==> config.mk <==
export PLATFORM = sky130hd
export DESIGN_NAME = dcfe_engine
export DESIGN_NICKNAME = d
export VERILOG_FILES = /design/src/verilog/dcfe_pkg.sv /design/src/verilog/dcfe_engine.sv
export SDC_FILE = /design/constraint.sdc
export NUM_CORES = 1
export LEC_CHECK = 0
export BUFFER_PORTS_ARGS = -buffer_cell sky130_fd_sc_hd__buf_2
export CAP_MARGIN = 20
export CORE_UTILIZATION = 55
export DETAILED_ROUTE_END_ITERATION = 7
export PLACE_DENSITY_LB_ADDON = 0.12
export SLEW_MARGIN = 20
export SYNTH_ARGS = -nofsm -noshare
export SYNTH_HDL_FRONTEND = slang
export SYNTH_SLANG_ARGS = --single-unit
==> constraint.sdc <==
create_clock -name clock -period 9.7 [get_ports clock]
set_input_delay 1.94 -clock clock [delete_from_list [all_inputs] [get_ports clock]]
set_output_delay 1.94 -clock clock [all_outputs]
set_load 0.01 [all_outputs]
==> src/verilog/dcfe_pkg.sv <==
package dcfe_pkg;
  // Avalon word addresses (byte address = 4 * index)
  localparam logic [3:0] ADDR_CMD = 4'h0;
  localparam logic [3:0] ADDR_FEAT = 4'h1;
  localparam logic [3:0] ADDR_PARAM = 4'h2;
  localparam logic [3:0] ADDR_STATUS = 4'h3;
  localparam logic [3:0] ADDR_DATA = 4'h4;
  localparam logic [3:0] ADDR_CAP = 4'h5;
  localparam logic [3:0] ADDR_FEATSTAT = 4'h6;
  localparam logic [3:0] ADDR_SETUP = 4'h7;
  localparam logic [3:0] ADDR_STANDBY = 4'h8;
  localparam logic [3:0] ADDR_COUNT = 4'h9;
  localparam logic [3:0] ADDR_LBA = 4'ha;
  // Command codes
  localparam logic [7:0] CMD_READ = 8'h20;
  localparam logic [7:0] CMD_IDENT = 8'hec;
  localparam logic [7:0] CMD_SETFEAT = 8'hef;
  // Set-features subcommands
  localparam logic [7:0] SF_OFFSET_ON = 8'h09;
  localparam logic [7:0] SF_OFFSET_OFF = 8'h89;
  localparam logic [7:0] SF_PWR_ON_DEF = 8'h05;
  localparam logic [7:0] SF_PWR_OFF_DEF = 8'h85;
  localparam logic [7:0] SF_ACU_ON_DEF = 8'h42;
  localparam logic [7:0] SF_ACU_OFF_DEF = 8'hc2;
  localparam logic [7:0] SF_RLA_ON = 8'haa;
  localparam logic [7:0] SF_RLA_OFF = 8'h55;
  localparam logic [7:0] SF_REVERT_ON = 8'hcc;
  localparam logic [7:0] SF_REVERT_OFF = 8'h66;
  // Level range
  localparam logic [7:0] LVL_MIN = 8'h01;
  localparam logic [7:0] LVL_MAX = 8'hfe;
  localparam logic [7:0] ACU_NO_STANDBY = 8'h80;
  localparam logic [7:0] ACU_RECOMMENDED = 8'h80;
  // Status bits
  localparam int ST_ERR = 0;
  localparam int ST_DRQ = 3;
  localparam int ST_RDY = 6;
  localparam int ST_BSY = 7;
  // Identify word bit positions
  localparam int ID_PWR_BIT = 3;
  localparam int ID_OFS_BIT = 7;
  localparam int ID_ACU_BIT = 9;
  localparam logic [7:0] ID_W83 = 8'd83;
  localparam logic [7:0] ID_W86 = 8'd86;
  localparam logic [7:0] ID_W91 = 8'd91;
  localparam logic [7:0] ID_W94 = 8'd94;
  localparam logic [7:0] ID_W60 = 8'd60;
  localparam logic [7:0] ID_W61 = 8'd61;
  // Sector geometry: 512 bytes as 256 words
  localparam logic [7:0] SECTOR_LAST_WORD = 8'hff;
  // Sector preparation time
  localparam int CLK_NS = 100;
  localparam int PREP_NS = 1000;
  localparam logic [3:0] PREP_CYC = 4'((PREP_NS + CLK_NS - 1) / CLK_NS);
  localparam logic [31:0] NATIVE_MAX = 32'h00ffffff;
endpackage

==> src/verilog/dcfe_engine.sv <==
`timescale 1ns/100ps
module dcfe_engine #(
  parameter logic [7:0] SfPwrOn = dcfe_pkg::SF_PWR_ON_DEF,
  parameter logic [7:0] SfPwrOff = dcfe_pkg::SF_PWR_OFF_DEF,
  parameter logic [7:0] SfAcuOn = dcfe_pkg::SF_ACU_ON_DEF,
  parameter logic [7:0] SfAcuOff = dcfe_pkg::SF_ACU_OFF_DEF
) (
  // Clock and reset
  input wire logic clock,
  input wire logic rst_n,
  // Avalon-MM slave
  input wire logic [3:0] address,
  input wire logic read,
  input wire logic write,
  input wire logic [31:0] writedata,
  output logic [31:0] readdata,
  output logic waitrequest,
  // Host interrupt and soft reset
  output logic intrq,
  input wire logic softReset,
  // Media side
  input wire logic [15:0] mediaWord,
  input wire logic pwrAlgStandby,
  input wire logic acuAlgStandby,
  output logic standbyReq,
  output logic lookAheadEn,
  output logic [31:0] physLba
);
  typedef enum logic [1:0] {DCFE_IDLE, DCFE_PREP, DCFE_XFER} dcfe_state_e;
  dcfe_state_e state_q, state_d;
  logic bsy_q, bsy_d, drq_q, drq_d, err_q, err_d, irq_q, irq_d;
  logic [7:0] feat_q, feat_d, count_q, count_d, word_q, word_d;
  logic [3:0] prep_q, prep_d;
  logic [7:0] pwrLvl_q, pwrLvl_d, acuLvl_q, acuLvl_d;
  logic pwrEn_q, pwrEn_d, acuEn_q, acuEn_d, ofs_q, ofs_d, rla_q, rla_d, rev_q, rev_d;
  logic [31:0] prot_q, prot_d, setMax_q, setMax_d, lba_q, lba_d, curLba_q, curLba_d;
  logic [31:0] stbyLimit_q, stbyLimit_d, stbyCnt_q, stbyCnt_d, ofsMax_q, ofsMax_d;
  logic [31:0] rdata_q, rdata_d, phys_q, phys_d;
  logic stby_q, stby_d, sr1_q, sr2_q, srPrev_q, identify_q, identify_d;
  logic wait_q, wait_d, la_q, la_d;
  logic [15:0] idWord, dataWord;
  logic srPulse, busy, cmdWr, stsRd, dataRd;

  // Soft reset pin passes a two-stage synchroniser
  always_ff @(posedge clock or negedge rst_n) begin
    if (!rst_n) begin
      sr1_q <= 1'b0;
      sr2_q <= 1'b0;
      srPrev_q <= 1'b0;
    end else begin
      sr1_q <= softReset;
      sr2_q <= sr1_q;
      srPrev_q <= sr2_q;
    end
  end
  assign srPulse = sr2_q & ~srPrev_q;
  assign busy = bsy_q | drq_q;
  // Every access completes after one wait cycle so read data is registered
  assign cmdWr = write & wait_q & (address == dcfe_pkg::ADDR_CMD);
  assign stsRd = read & wait_q & (address == dcfe_pkg::ADDR_STATUS);
  assign dataRd = read & wait_q & (address == dcfe_pkg::ADDR_DATA) & drq_q;
  // Identify image: only feature and capacity words carry content here
  always_comb begin
    idWord = 16'h0000;
    unique case (word_q)
      dcfe_pkg::ID_W83: begin
        idWord[dcfe_pkg::ID_PWR_BIT] = 1'b1;
        idWord[dcfe_pkg::ID_OFS_BIT] = 1'b1;
        idWord[dcfe_pkg::ID_ACU_BIT] = 1'b1;
      end
      dcfe_pkg::ID_W86: begin
        idWord[dcfe_pkg::ID_PWR_BIT] = pwrEn_q;
        idWord[dcfe_pkg::ID_OFS_BIT] = ofs_q;
        idWord[dcfe_pkg::ID_ACU_BIT] = acuEn_q;
      end
      dcfe_pkg::ID_W91: idWord = {8'h00, pwrEn_q ? pwrLvl_q : 8'h00};
      dcfe_pkg::ID_W94: idWord = {dcfe_pkg::ACU_RECOMMENDED, acuEn_q ? acuLvl_q : 8'h00};
      dcfe_pkg::ID_W60: idWord = (ofs_q ? prot_q[15:0] : setMax_q[15:0]);
      dcfe_pkg::ID_W61: idWord = (ofs_q ? prot_q[31:16] : setMax_q[31:16]);
      default: idWord = 16'h0000;
    endcase
  end
  assign dataWord = identify_q ? idWord : mediaWord;

  // Command engine
  always_comb begin
    state_d = state_q;
    bsy_d = bsy_q;
    drq_d = drq_q;
    err_d = err_q;
    irq_d = irq_q;
    feat_d = feat_q;
    count_d = count_q;
    word_d = word_q;
    prep_d = prep_q;
    pwrLvl_d = pwrLvl_q;
    acuLvl_d = acuLvl_q;
    pwrEn_d = pwrEn_q;
    acuEn_d = acuEn_q;
    ofs_d = ofs_q;
    rla_d = rla_q;
    rev_d = rev_q;
    prot_d = prot_q;
    setMax_d = setMax_q;
    lba_d = lba_q;
    curLba_d = curLba_q;
    identify_d = identify_q;
    stbyLimit_d = stbyLimit_q;
    ofsMax_d = ofsMax_q;
    if (stsRd) irq_d = 1'b0;
    if (write & wait_q & ~busy) begin
      unique case (address)
        dcfe_pkg::ADDR_FEAT: feat_d = writedata[7:0];
        dcfe_pkg::ADDR_COUNT: count_d = writedata[7:0];
        dcfe_pkg::ADDR_LBA: lba_d = writedata;
        dcfe_pkg::ADDR_CAP: setMax_d = ofs_q ? setMax_q : writedata;
        dcfe_pkg::ADDR_SETUP: prot_d = writedata;
        dcfe_pkg::ADDR_STANDBY: stbyLimit_d = writedata;
        default: ;
      endcase
      if (ofs_q && address == dcfe_pkg::ADDR_CAP) ofsMax_d = writedata;
    end
    if (cmdWr & ~busy) begin
      irq_d = 1'b0;
      err_d = 1'b0;
      unique case (writedata[7:0])
        dcfe_pkg::CMD_SETFEAT: begin
          irq_d = 1'b1;
          if (feat_q == dcfe_pkg::SF_OFFSET_ON) begin
            if (prot_q == 32'h0) begin
              err_d = 1'b1;
            end else begin
              ofs_d = 1'b1;
              ofsMax_d = prot_q;
            end
          end else if (feat_q == dcfe_pkg::SF_OFFSET_OFF) begin
            ofs_d = 1'b0;
          end else if (feat_q == SfPwrOn) begin
            if (count_q >= dcfe_pkg::LVL_MIN && count_q <= dcfe_pkg::LVL_MAX) begin
              pwrEn_d = 1'b1;
              pwrLvl_d = count_q;
            end else begin
              err_d = 1'b1;
            end
          end else if (feat_q == SfPwrOff) begin
            pwrEn_d = 1'b0;
          end else if (feat_q == SfAcuOn) begin
            if (count_q >= dcfe_pkg::LVL_MIN && count_q <= dcfe_pkg::LVL_MAX) begin
              acuEn_d = 1'b1;
              acuLvl_d = count_q;
            end else begin
              err_d = 1'b1;
            end
          end else if (feat_q == SfAcuOff) begin
            acuEn_d = 1'b0;
          end else if (feat_q == dcfe_pkg::SF_RLA_ON) begin
            rla_d = 1'b1;
          end else if (feat_q == dcfe_pkg::SF_RLA_OFF) begin
            rla_d = 1'b0;
          end else if (feat_q == dcfe_pkg::SF_REVERT_ON) begin
            rev_d = 1'b1;
          end else if (feat_q == dcfe_pkg::SF_REVERT_OFF) begin
            rev_d = 1'b0;
          end else begin
            err_d = 1'b1;
          end
        end
        dcfe_pkg::CMD_IDENT: begin
          identify_d = 1'b1;
          count_d = 8'h01;
          bsy_d = 1'b1;
          prep_d = dcfe_pkg::PREP_CYC;
          state_d = DCFE_PREP;
        end
        dcfe_pkg::CMD_READ: begin
          identify_d = 1'b0;
          curLba_d = lba_q;
          if (count_q == 8'h00 || (ofs_q && lba_q + setMax_q <= dcfe_pkg::NATIVE_MAX
              && lba_q + 32'(count_q) - 32'h1 + setMax_q > dcfe_pkg::NATIVE_MAX)) begin
            err_d = 1'b1;
            irq_d = 1'b1;
          end else if (ofs_q && (lba_q + 32'(count_q) - 32'h1) >= ofsMax_q) begin
            err_d = 1'b1;
            irq_d = 1'b1;
          end else begin
            bsy_d = 1'b1;
            prep_d = dcfe_pkg::PREP_CYC;
            state_d = DCFE_PREP;
          end
        end
        default: begin
          err_d = 1'b1;
          irq_d = 1'b1;
        end
      endcase
    end
    unique case (state_q)
      DCFE_IDLE: ;
      DCFE_PREP: begin
        prep_d = prep_q - 4'h1;
        if (prep_q == 4'h1) begin
          bsy_d = 1'b0;
          drq_d = 1'b1;
          irq_d = 1'b1;
          word_d = 8'h00;
          state_d = DCFE_XFER;
        end
      end
      DCFE_XFER: begin
        if (dataRd) begin
          word_d = word_q + 8'h01;
          if (word_q == dcfe_pkg::SECTOR_LAST_WORD) begin
            drq_d = 1'b0;
            count_d = count_q - 8'h01;
            curLba_d = curLba_q + 32'h1;
            if (count_q == 8'h01) begin
              state_d = DCFE_IDLE;
            end else begin
              bsy_d = 1'b1;
              prep_d = dcfe_pkg::PREP_CYC;
              state_d = DCFE_PREP;
            end
          end
        end
      end
    endcase
    if (srPulse) begin
      state_d = DCFE_IDLE;
      bsy_d = 1'b0;
      drq_d = 1'b0;
      irq_d = 1'b0;
      if (rev_q) ofs_d = 1'b0;
    end
  end
  // Standby timer and trigger combination
  always_comb begin
    stbyCnt_d = stbyCnt_q;
    if (busy || stbyLimit_q == 32'h0) begin
      stbyCnt_d = 32'h0;
    end else if (stbyCnt_q != stbyLimit_q) begin
      stbyCnt_d = stbyCnt_q + 32'h1;
    end
    stby_d = (stbyLimit_q != 32'h0 && stbyCnt_q == stbyLimit_q)
      || (pwrEn_q && pwrAlgStandby)
      || (acuEn_q && acuAlgStandby && acuLvl_q < dcfe_pkg::ACU_NO_STANDBY);
  end

  // Read data and address translation
  always_comb begin
    wait_d = (read | write) & ~wait_q;
    la_d = rla_q & ~ofs_q;
    rdata_d = 32'h0;
    phys_d = curLba_q;
    if (ofs_q) begin
      // Wrap so the low user area stays reachable past the end
      phys_d = (curLba_q + setMax_q > dcfe_pkg::NATIVE_MAX) ?
        curLba_q + setMax_q - dcfe_pkg::NATIVE_MAX - 32'h1 : curLba_q + setMax_q;
    end
    if (read & ~wait_q) begin
      unique case (address)
        dcfe_pkg::ADDR_STATUS: rdata_d = {24'h0, bsy_q, ~bsy_q, 2'b00, drq_q, 2'b00, err_q};
        dcfe_pkg::ADDR_DATA: rdata_d = {16'h0, drq_q ? dataWord : 16'h0000};
        dcfe_pkg::ADDR_CAP: rdata_d = ofs_q ? prot_q : setMax_q;
        dcfe_pkg::ADDR_FEATSTAT: rdata_d = {8'h0, acuLvl_q, pwrLvl_q, 3'b000, rev_q, ofs_q,
          rla_q & ~ofs_q, acuEn_q, pwrEn_q};
        dcfe_pkg::ADDR_SETUP: rdata_d = prot_q;
        dcfe_pkg::ADDR_STANDBY: rdata_d = stbyLimit_q;
        dcfe_pkg::ADDR_COUNT: rdata_d = {24'h0, count_q};
        dcfe_pkg::ADDR_LBA: rdata_d = lba_q;
        default: rdata_d = 32'h0;
      endcase
    end
  end

  always_ff @(posedge clock or negedge rst_n) begin
    if (!rst_n) begin
      state_q <= DCFE_IDLE;
      bsy_q <= 1'b0;
      drq_q <= 1'b0;
      err_q <= 1'b0;
      irq_q <= 1'b0;
      feat_q <= 8'h00;
      count_q <= 8'h00;
      word_q <= 8'h00;
      prep_q <= 4'h0;
      pwrLvl_q <= dcfe_pkg::LVL_MAX;
      acuLvl_q <= dcfe_pkg::LVL_MAX;
      pwrEn_q <= 1'b0;
      acuEn_q <= 1'b0;
      ofs_q <= 1'b0;
      rla_q <= 1'b1;
      rev_q <= 1'b0;
      prot_q <= 32'h0;
      setMax_q <= dcfe_pkg::NATIVE_MAX;
      lba_q <= 32'h0;
      curLba_q <= 32'h0;
      identify_q <= 1'b0;
      stbyLimit_q <= 32'h0;
      stbyCnt_q <= 32'h0;
      stby_q <= 1'b0;
      rdata_q <= 32'h0;
      wait_q <= 1'b0;
      phys_q <= 32'h0;
      la_q <= 1'b0;
      ofsMax_q <= 32'h0;
    end else begin
      state_q <= state_d;
      bsy_q <= bsy_d;
      drq_q <= drq_d;
      err_q <= err_d;
      irq_q <= irq_d;
      feat_q <= feat_d;
      count_q <= count_d;
      word_q <= word_d;
      prep_q <= prep_d;
      pwrLvl_q <= pwrLvl_d;
      acuLvl_q <= acuLvl_d;
      pwrEn_q <= pwrEn_d;
      acuEn_q <= acuEn_d;
      ofs_q <= ofs_d;
      rla_q <= rla_d;
      rev_q <= rev_d;
      prot_q <= prot_d;
      setMax_q <= setMax_d;
      lba_q <= lba_d;
      curLba_q <= curLba_d;
      identify_q <= identify_d;
      stbyLimit_q <= stbyLimit_d;
      stbyCnt_q <= stbyCnt_d;
      stby_q <= stby_d;
      rdata_q <= rdata_d;
      wait_q <= wait_d;
      phys_q <= phys_d;
      la_q <= la_d;
      ofsMax_q <= ofsMax_d;
    end
  end

  assign readdata = rdata_q;
  assign waitrequest = ~wait_q;
  assign intrq = irq_q;
  assign standbyReq = stby_q;
  assign lookAheadEn = la_q;
  assign physLba = phys_q;

  busy_held_a: assert property (@(posedge clock) disable iff (!rst_n)
    (state_q != DCFE_IDLE) |-> (bsy_q | drq_q))
    else $error("busy and data-request both low mid-command");
  irq_clear_a: assert property (@(posedge clock) disable iff (!rst_n)
    (stsRd && !(state_q == DCFE_PREP && prep_q == 4'h1)) |=> !irq_q)
    else $error("interrupt survived status read");
  sector_drq_a: assert property (@(posedge clock) disable iff (!rst_n)
    (state_q == DCFE_PREP && prep_q == 4'h1 && !srPulse) |=> (drq_q && !bsy_q && irq_q))
    else $error("sector ready without data-request and interrupt");
  offset_abort_a: assert property (@(posedge clock) disable iff (!rst_n)
    (cmdWr && !busy && writedata[7:0] == dcfe_pkg::CMD_SETFEAT
      && feat_q == dcfe_pkg::SF_OFFSET_ON && prot_q == 32'h0 && !ofs_q) |=> (err_q && !ofs_q))
    else $error("offset enable without protected area not aborted");
  offset_exit_a: assert property (@(posedge clock) disable iff (!rst_n)
    (cmdWr && !busy && writedata[7:0] == dcfe_pkg::CMD_SETFEAT
      && feat_q == dcfe_pkg::SF_OFFSET_OFF) |=> !ofs_q)
    else $error("offset mode not left");
  acu_standby_a: assert property (@(posedge clock) disable iff (!rst_n)
    (acuLvl_q >= dcfe_pkg::ACU_NO_STANDBY && !pwrAlgStandby && stbyLimit_q == 32'h0)
      |=> !stby_q)
    else $error("acoustic standby at high level");
  lookahead_off_a: assert property (@(posedge clock) disable iff (!rst_n)
    ofs_q |=> !lookAheadEn)
    else $error("look-ahead while offset active");
  busy_cmd_a: assert property (@(posedge clock) disable iff (!rst_n)
    (cmdWr && busy && !srPulse) |=> $stable(pwrEn_q) && $stable(ofs_q))
    else $error("command taken while busy");
endmodule

# Word-level counts from Yosys, hierarchy flattened
# Cells that the tools add are included.
# totals
reg_bits	350
inputBits	59
out_inout_bits	68
# classes
add_sub_neg	12
n_lt_le_gt_ge	7
n_eq_ne	42
n_mux	112
n_bitwise	27
reduce_logical	40
# ops
cell	n
$mux W32	17
$pmux W32 S8	1
$add A32 B32 Y32	3
$mux W8	11
$add A32 B1 Y32 const B	2
$eq A8 B8 Y1 const B	8
$gt A32 B24 Y1 const B	2
$logic_not A32 Y1	2
$mux W16	4
$sub A32 B1 Y32 const B	2
$eq A8 B7 Y1 const B	7
$mux W1	48
$add A32 B8 Y32	1
$eq A32 B32 Y1	1
$ge A32 B32 Y1	1
$le A32 B24 Y1 const B	1
$ne A32 B32 Y1	1
$reduce_bool A32 Y1	1
$sub A32 B24 Y32 const B	1
$eq A8 B6 Y1 const B	3
$mux W4	6
$pmux W3 S4	2
$pmux W6 S3	1
$eq A4 B3 Y1 const B	4
other kinds (41)	110

# Logic depth before layout (Yosys ltp)
# depth
depth_word	14
ltp_mapped	27
mapped_depth_nobuf	27

# Worst setup path before layout
# No wires, ideal clock.
# synth_timing
path_kind	reg2reg
from	register count_q[4]
to	register prep_q[0]
setup_ps	120
arrival_time_ps	5331
required_ps	9580
setup_slack_ps	4250
stages_incl_launch_ff	27
n_path_buf	1
path_cell_list	dfrtp_1 > clkbuf_1 > inv_1 > ha_1 > inv_1 > ha_1 > o21a_1 > o31a_1 > o211ai_1 > a31oi_1 > o21ai_0 > nand2b_1 > a21o_1 > a21o_1 > a21oi_1 > xnor2_1 > ha_1 > a21o_1 > a21o_1 > a21o_1 > a21o_1 > or2_1 > or3_1 > a2111o_1 > nor4_2 > o22ai_2 > a31o_1
# synth_between
elab_chain_cells	13
word_cells_on_any_way	18
# synth_lines
item	line_no	rtl
from (decl)	dcfe_engine.sv:32	logic [7:0] feat_q, feat_d, count_q, count_d, word_q, word_d;
from (signal assigned)	dcfe_engine.sv:313	count_q <= count_d;
$add A32 B8 Y32	dcfe_engine.sv:179, dcfe_engine.sv:182	
$sub A32 B1 Y32	dcfe_engine.sv:179, dcfe_engine.sv:182	
$add A32 B32 Y32	dcfe_engine.sv:179	&& lba_q + 32'(count_q) - 32'h1 + setMax_q > dcfe_pkg::NATIVE_MAX)) begin
$gt A32 B24 Y1	dcfe_engine.sv:179	
$logic_and A1 B1 Y1	dcfe_engine.sv:179	
$logic_or A1 B1 Y1	dcfe_engine.sv:178	if (count_q == 8'h00 || (ofs_q && lba_q + setMax_q <= dcfe_pkg::NATIVE_MAX
$mux W4	dcfe_engine.sv:178	
$pmux W4 S2	dcfe_engine.sv:126	unique case (writedata[7:0])
$mux W4	dcfe_engine.sv:123	if (cmdWr & ~busy) begin
$mux W4	dcfe_engine.sv:216	if (count_q == 8'h01) begin
$mux W4	dcfe_engine.sv:212	if (word_q == dcfe_pkg::SECTOR_LAST_WORD) begin
$mux W4	dcfe_engine.sv:210	if (dataRd) begin
$pmux W4 S2 *	dcfe_engine.sv:197	unique case (state_q)
via prep_d[0]	dcfe_engine.sv:33	logic [3:0] prep_q, prep_d;
to (signal assigned)	dcfe_engine.sv:315	prep_q <= prep_d;
to (decl)	dcfe_engine.sv:33	
# Mark *: on every way through the listed nets, which the timed path passes. The rest lies on a longest branch.
# A chain may end at the register's enable or synchronous reset.

# Worst setup path in the final report
# layout_timing
from	register count_q[1]
to	register state_q[1]
# layout_between
elab_chain_cells	13
word_cells_on_any_way	18
# layout_lines
item	line_no	rtl
$add A32 B8 Y32	dcfe_engine.sv:179, dcfe_engine.sv:182	
$sub A32 B1 Y32	dcfe_engine.sv:179, dcfe_engine.sv:182	
$add A32 B32 Y32	dcfe_engine.sv:179	
$gt A32 B24 Y1	dcfe_engine.sv:179	
$logic_and A1 B1 Y1	dcfe_engine.sv:179	
$logic_or A1 B1 Y1	dcfe_engine.sv:178	
$mux W2 *	dcfe_engine.sv:178	
$pmux W2 S2 *	dcfe_engine.sv:126	
$mux W2 *	dcfe_engine.sv:123	
$mux W2	dcfe_engine.sv:212	
$mux W2	dcfe_engine.sv:210	
$pmux W2 S2 *	dcfe_engine.sv:197	
$mux W2 *	dcfe_engine.sv:227	if (srPulse) begin
via state_d[1]	dcfe_engine.sv:30	dcfe_state_e state_q, state_d;
to (signal assigned)	dcfe_engine.sv:307	state_q <= state_d;
to (decl)	dcfe_engine.sv:30	
# Marked as above.

==> results.json <==
{
  "min_path_cells": 0,
  "dieHeight_um": 213.1,
  "hold-path-endpoint": "sr2_q$_DFF_PN0_",
  "setup.worst_path.class": "reg2reg",
  "power_switching_share_pct": 41.20,
  "vias": 22310,
  "violations": "design-rule violations",
  "r2r_cells": 26,
  "setup_ws_ps": 3019,
  "cpPeakStageDelay_ps": 530,
  "ys_types": 92,
  "gr-usage-met1_pct": 52.69,
  "utilization_pct": 62.15,
  "async_flop_share_pct": 100.0,
  "p_seq_share_pct": 31.8,
  "p_int_w": 0.003646,
  "critical-path-top-delay-family": "compound AO/OA/AOI/OAI gates",
  "period_minus_slack_ps": 6681,
  "htreeDepth": 2,
  "max_freq_ghz": 0.1497,
  "cts-resized-gates": 0,
  "synth_seq_cells": 350,
  "clkTransAtPathRegs_ps": 60,
  "overflow": 0,
  "relSlewSlack_pct": 22.92,
  "dominantRegCellSynth": "dfrtp_1",
  "clock_sinks": 350,
  "reg2reg_from": "count_q[1]$_DFF_PN0_",
  "crit_buf_inv": 3,
  "p_sw_w": 0.002554,
  "crit_required_ps": 10120,
  "synthTopCellsByArea": "dfrtp_1 (32%), ha_1 (9.2%), mux2_2 (7.5%)",
  "synth_nets": 2898,
  "vdd_drop_max_uv": 191.3,
  "final_area_um2": 27010,
  "core-area_um2": 43460,
  "hold_violations": 0,
  "slowest_stage": "o311ai_0",
  "synth_edf_count": 0,
  "r2r_slack_ps": 3020,
  "die_w_um": 213.1,
  "fillers": 3703,
  "cp-end-kind": "flip-flop",
  "pre_cts_ws_ps": 3180,
  "busiest_layer": "met2",
  "nNetsFinal": 2973,
  "final_antenna_net_count": 0,
  "grt_pass1_vias": 21500,
  "antenna_found_initial": 0,
  "antenna_cells": 0,
  "area_delta_synth_final_pct": 10.24,
  "vias_per_cell": 6.664,
  "port_buffers": 126,
  "yosys.area.top_type": "dfrtp_1",
  "clkPwrFrac_pct": 25.8,
  "yosysSeqAreaShare_pct": 35.95,
  "setup_violations": 0,
  "numCtsBuffers": 41,
  "slew_violations": 0,
  "yosysWarnings": 0,
  "dpl.hpwl_mm": 65.31,
  "finalClockSkew_ps": 17.85,
  "power.density_nw_per_um2": 229.5,
  "drive_gt1_share_pct": 16.47,
  "maxCapViolCount": 0,
  "rsz0062_at_grt": "false",
  "drt-initial-drc-count": 2583,
  "dieArea_um2": 45390,
  "syn_area_um2": 24500,
  "io-pin-count": 127,
  "grt_pass1_wl_mm": 130.5,
  "status": "finished, violations left",
  "worst_slew_pin_slew_ps": 1155,
  "hold_start": "sr1_q$_DFF_PN0_",
  "ctsHoldBuffers": 0,
  "post_cts_buffers": 0,
  "drt_wl_total_mm": 86.99,
  "met3_usage_pct": 8.560,
  "place_area_um2": 25620,
  "startpoint": "count_q[1]$_DFF_PN0_",
  "synth_cells": 2654,
  "cp_max_fo": 8,
  "fin_setup_tns_ps": 0,
  "yosysMostFrequentCell": "dfrtp_1",
  "routabilityCongestion": 1.004,
  "grt_start_max_net_pins": 151,
  "cts_tree": "yes",
  "comb_power_share_pct": 42.4,
  "period_share_pct": 68.88,
  "gr-usage-all-layers_pct": 38.67,
  "dr.pass1.iters": 8,
  "cp-start-kind": "flip-flop",
  "start_util_pct": 56.38,
  "drc": 4,
  "leakagePower_nw": 12.44,
  "synth_top_area_share_pct": 31.77,
  "syn_area_per_cell_um2": 9.231,
  "synthTopCellsByCount": "dfrtp_1 (311), nor2_1 (221), a21oi_1 (206), nand2_1 (186), ha_1 (181)",
  "clock_path_buffers": 3,
  "clkLatencyLatePin_ps": 580,
  "rows": 76,
  "grt.met2_usage_pct": 57.31,
  "avgRoutedWirePerCell_um": 25.99,
  "worstPathArrival_ps": 7110,
  "timing.rr.end": "state_q[1]$_DFF_PN0_",
  "root_buffer": "clkbuf_16",
  "hold_class": "reg2reg"
}
[worst max-delay path by stage]
| stage | endpoint | slack (ps) | cells after the start |
|---|---|---|---|
| after floorplan | prep_q[0]$_DFF_PN0_ | 4250 | 26 |
| after global placement | state_q[0]$_DFF_PN0_ | 3310 | 26 |
| after detailed placement | state_q[0]$_DFF_PN0_ | 3180 | 26 |
| after CTS | state_q[1]$_DFF_PN0_ | 3130 | 26 |
| after global routing | state_q[1]$_DFF_PN0_ | 2480 | 26 |
| final | state_q[1]$_DFF_PN0_ | 3020 | 26 |
[cells in the final DEF, fill, tap and decap left out, drive strengths merged, types with 17 or more instances in the layout]
cell / Yosys / final
dfrtp: 311 / 311
nor2: 221 / 221
a21oi: 206 / 206
nand2: 186 / 186
ha: 181 / 181
mux2: 164 / 164
buf: 26 / 147
inv: 140 / 142
o21ai: 127 / 127
nand3: 81 / 81
xor2: 75 / 75
clkbuf: 89 / 65
mux2i: 63 / 63
nand4: 59 / 59
xnor2: 56 / 56
a21o: 53 / 53
nor3: 53 / 53
a22oi: 39 / 39
dfstp: 39 / 39
nor4: 39 / 39
o211ai: 37 / 37
nand2b: 31 / 31
and3: 29 / 29
a221oi: 26 / 26
a211oi: 24 / 24
a31oi: 23 / 23
nor2b: 19 / 19
and4: 19 / 19
o22ai: 17 / 17
[cell families (layout without fill, tap and decap cells)]
| family | Yosys count | in the layout | synth area share (%) |
|---|---|---|---|
| simple gates | 797 | 797 | 16.16 |
| compound gates | 708 | 708 | 19.43 |
| flops | 350 | 350 | 35.95 |
| buf+inv | 255 | 363 | 3.999 |
| mux | 227 | 227 | 10.11 |
| fa+ha+maj | 185 | 185 | 9.571 |
| xor+xnor | 132 | 132 | 4.780 |
[through the flow]
step | power [W] | instances | hold slack, ps
after global placement | 0.004503 | 3271 | 338.5
after global routing | 0.006556 | 3347 | 369.4
after detailed placement | 0.004540 | 3271 | 342.6
after CTS | 0.006155 | 3347 | 356.1
final | 0.006199 | 3347 | 354.4
after floorplan | 0.003722 | 2654 | 331.2
[power groups by stage]
stage / clock (W) / combinational [W] / sequential [W]
floorplan: 0 / 0.00193 / 0.00179
global placement: 0 / 0.00254 / 0.00197
detailed placement: 0 / 0.00257 / 0.00197
CTS: 0.00162 / 0.00258 / 0.00195
global route: 0.00167 / 0.00290 / 0.00198
finish: 0.00160 / 0.00263 / 0.00197
[metal layers]
metal	up-vias	wire length [um]
li1	10010	-
met1	10890	36210
met2	1157	37230
met3	254	8490
met4	0	5059
met5	-	0
[flip-flops by register name, indices dropped and copies added (netlist names), 2 cells and up]
register / flops
state_q: 2
ofsMax_q: 32
acuLvl_q: 8
readdata: 32
lba_q: 32
setMax_q: 32
curLba_q: 32
word_q: 8
stbyLimit_q: 32
stbyCnt_q: 32
pwrLvl_q: 8
prep_q: 4
prot_q: 32
count_q: 8
physLba: 32
feat_q: 8
[cell type report]
cell class                      instances  area (um^2)  share of cell area [%]
Clock buffer                           65         1269                   4.697
Sequential cell                       350         8811                   32.62
Multi-Input combinational cell       2049        14750                   54.61
Clock inverter                         11        112.6                  0.4169
Inverter                              140        525.5                   1.946
Tap cell                              585        732.0                   2.710
Timing Repair Buffer                  147        810.8                   3.002
(Power assumes the default switching activity.)
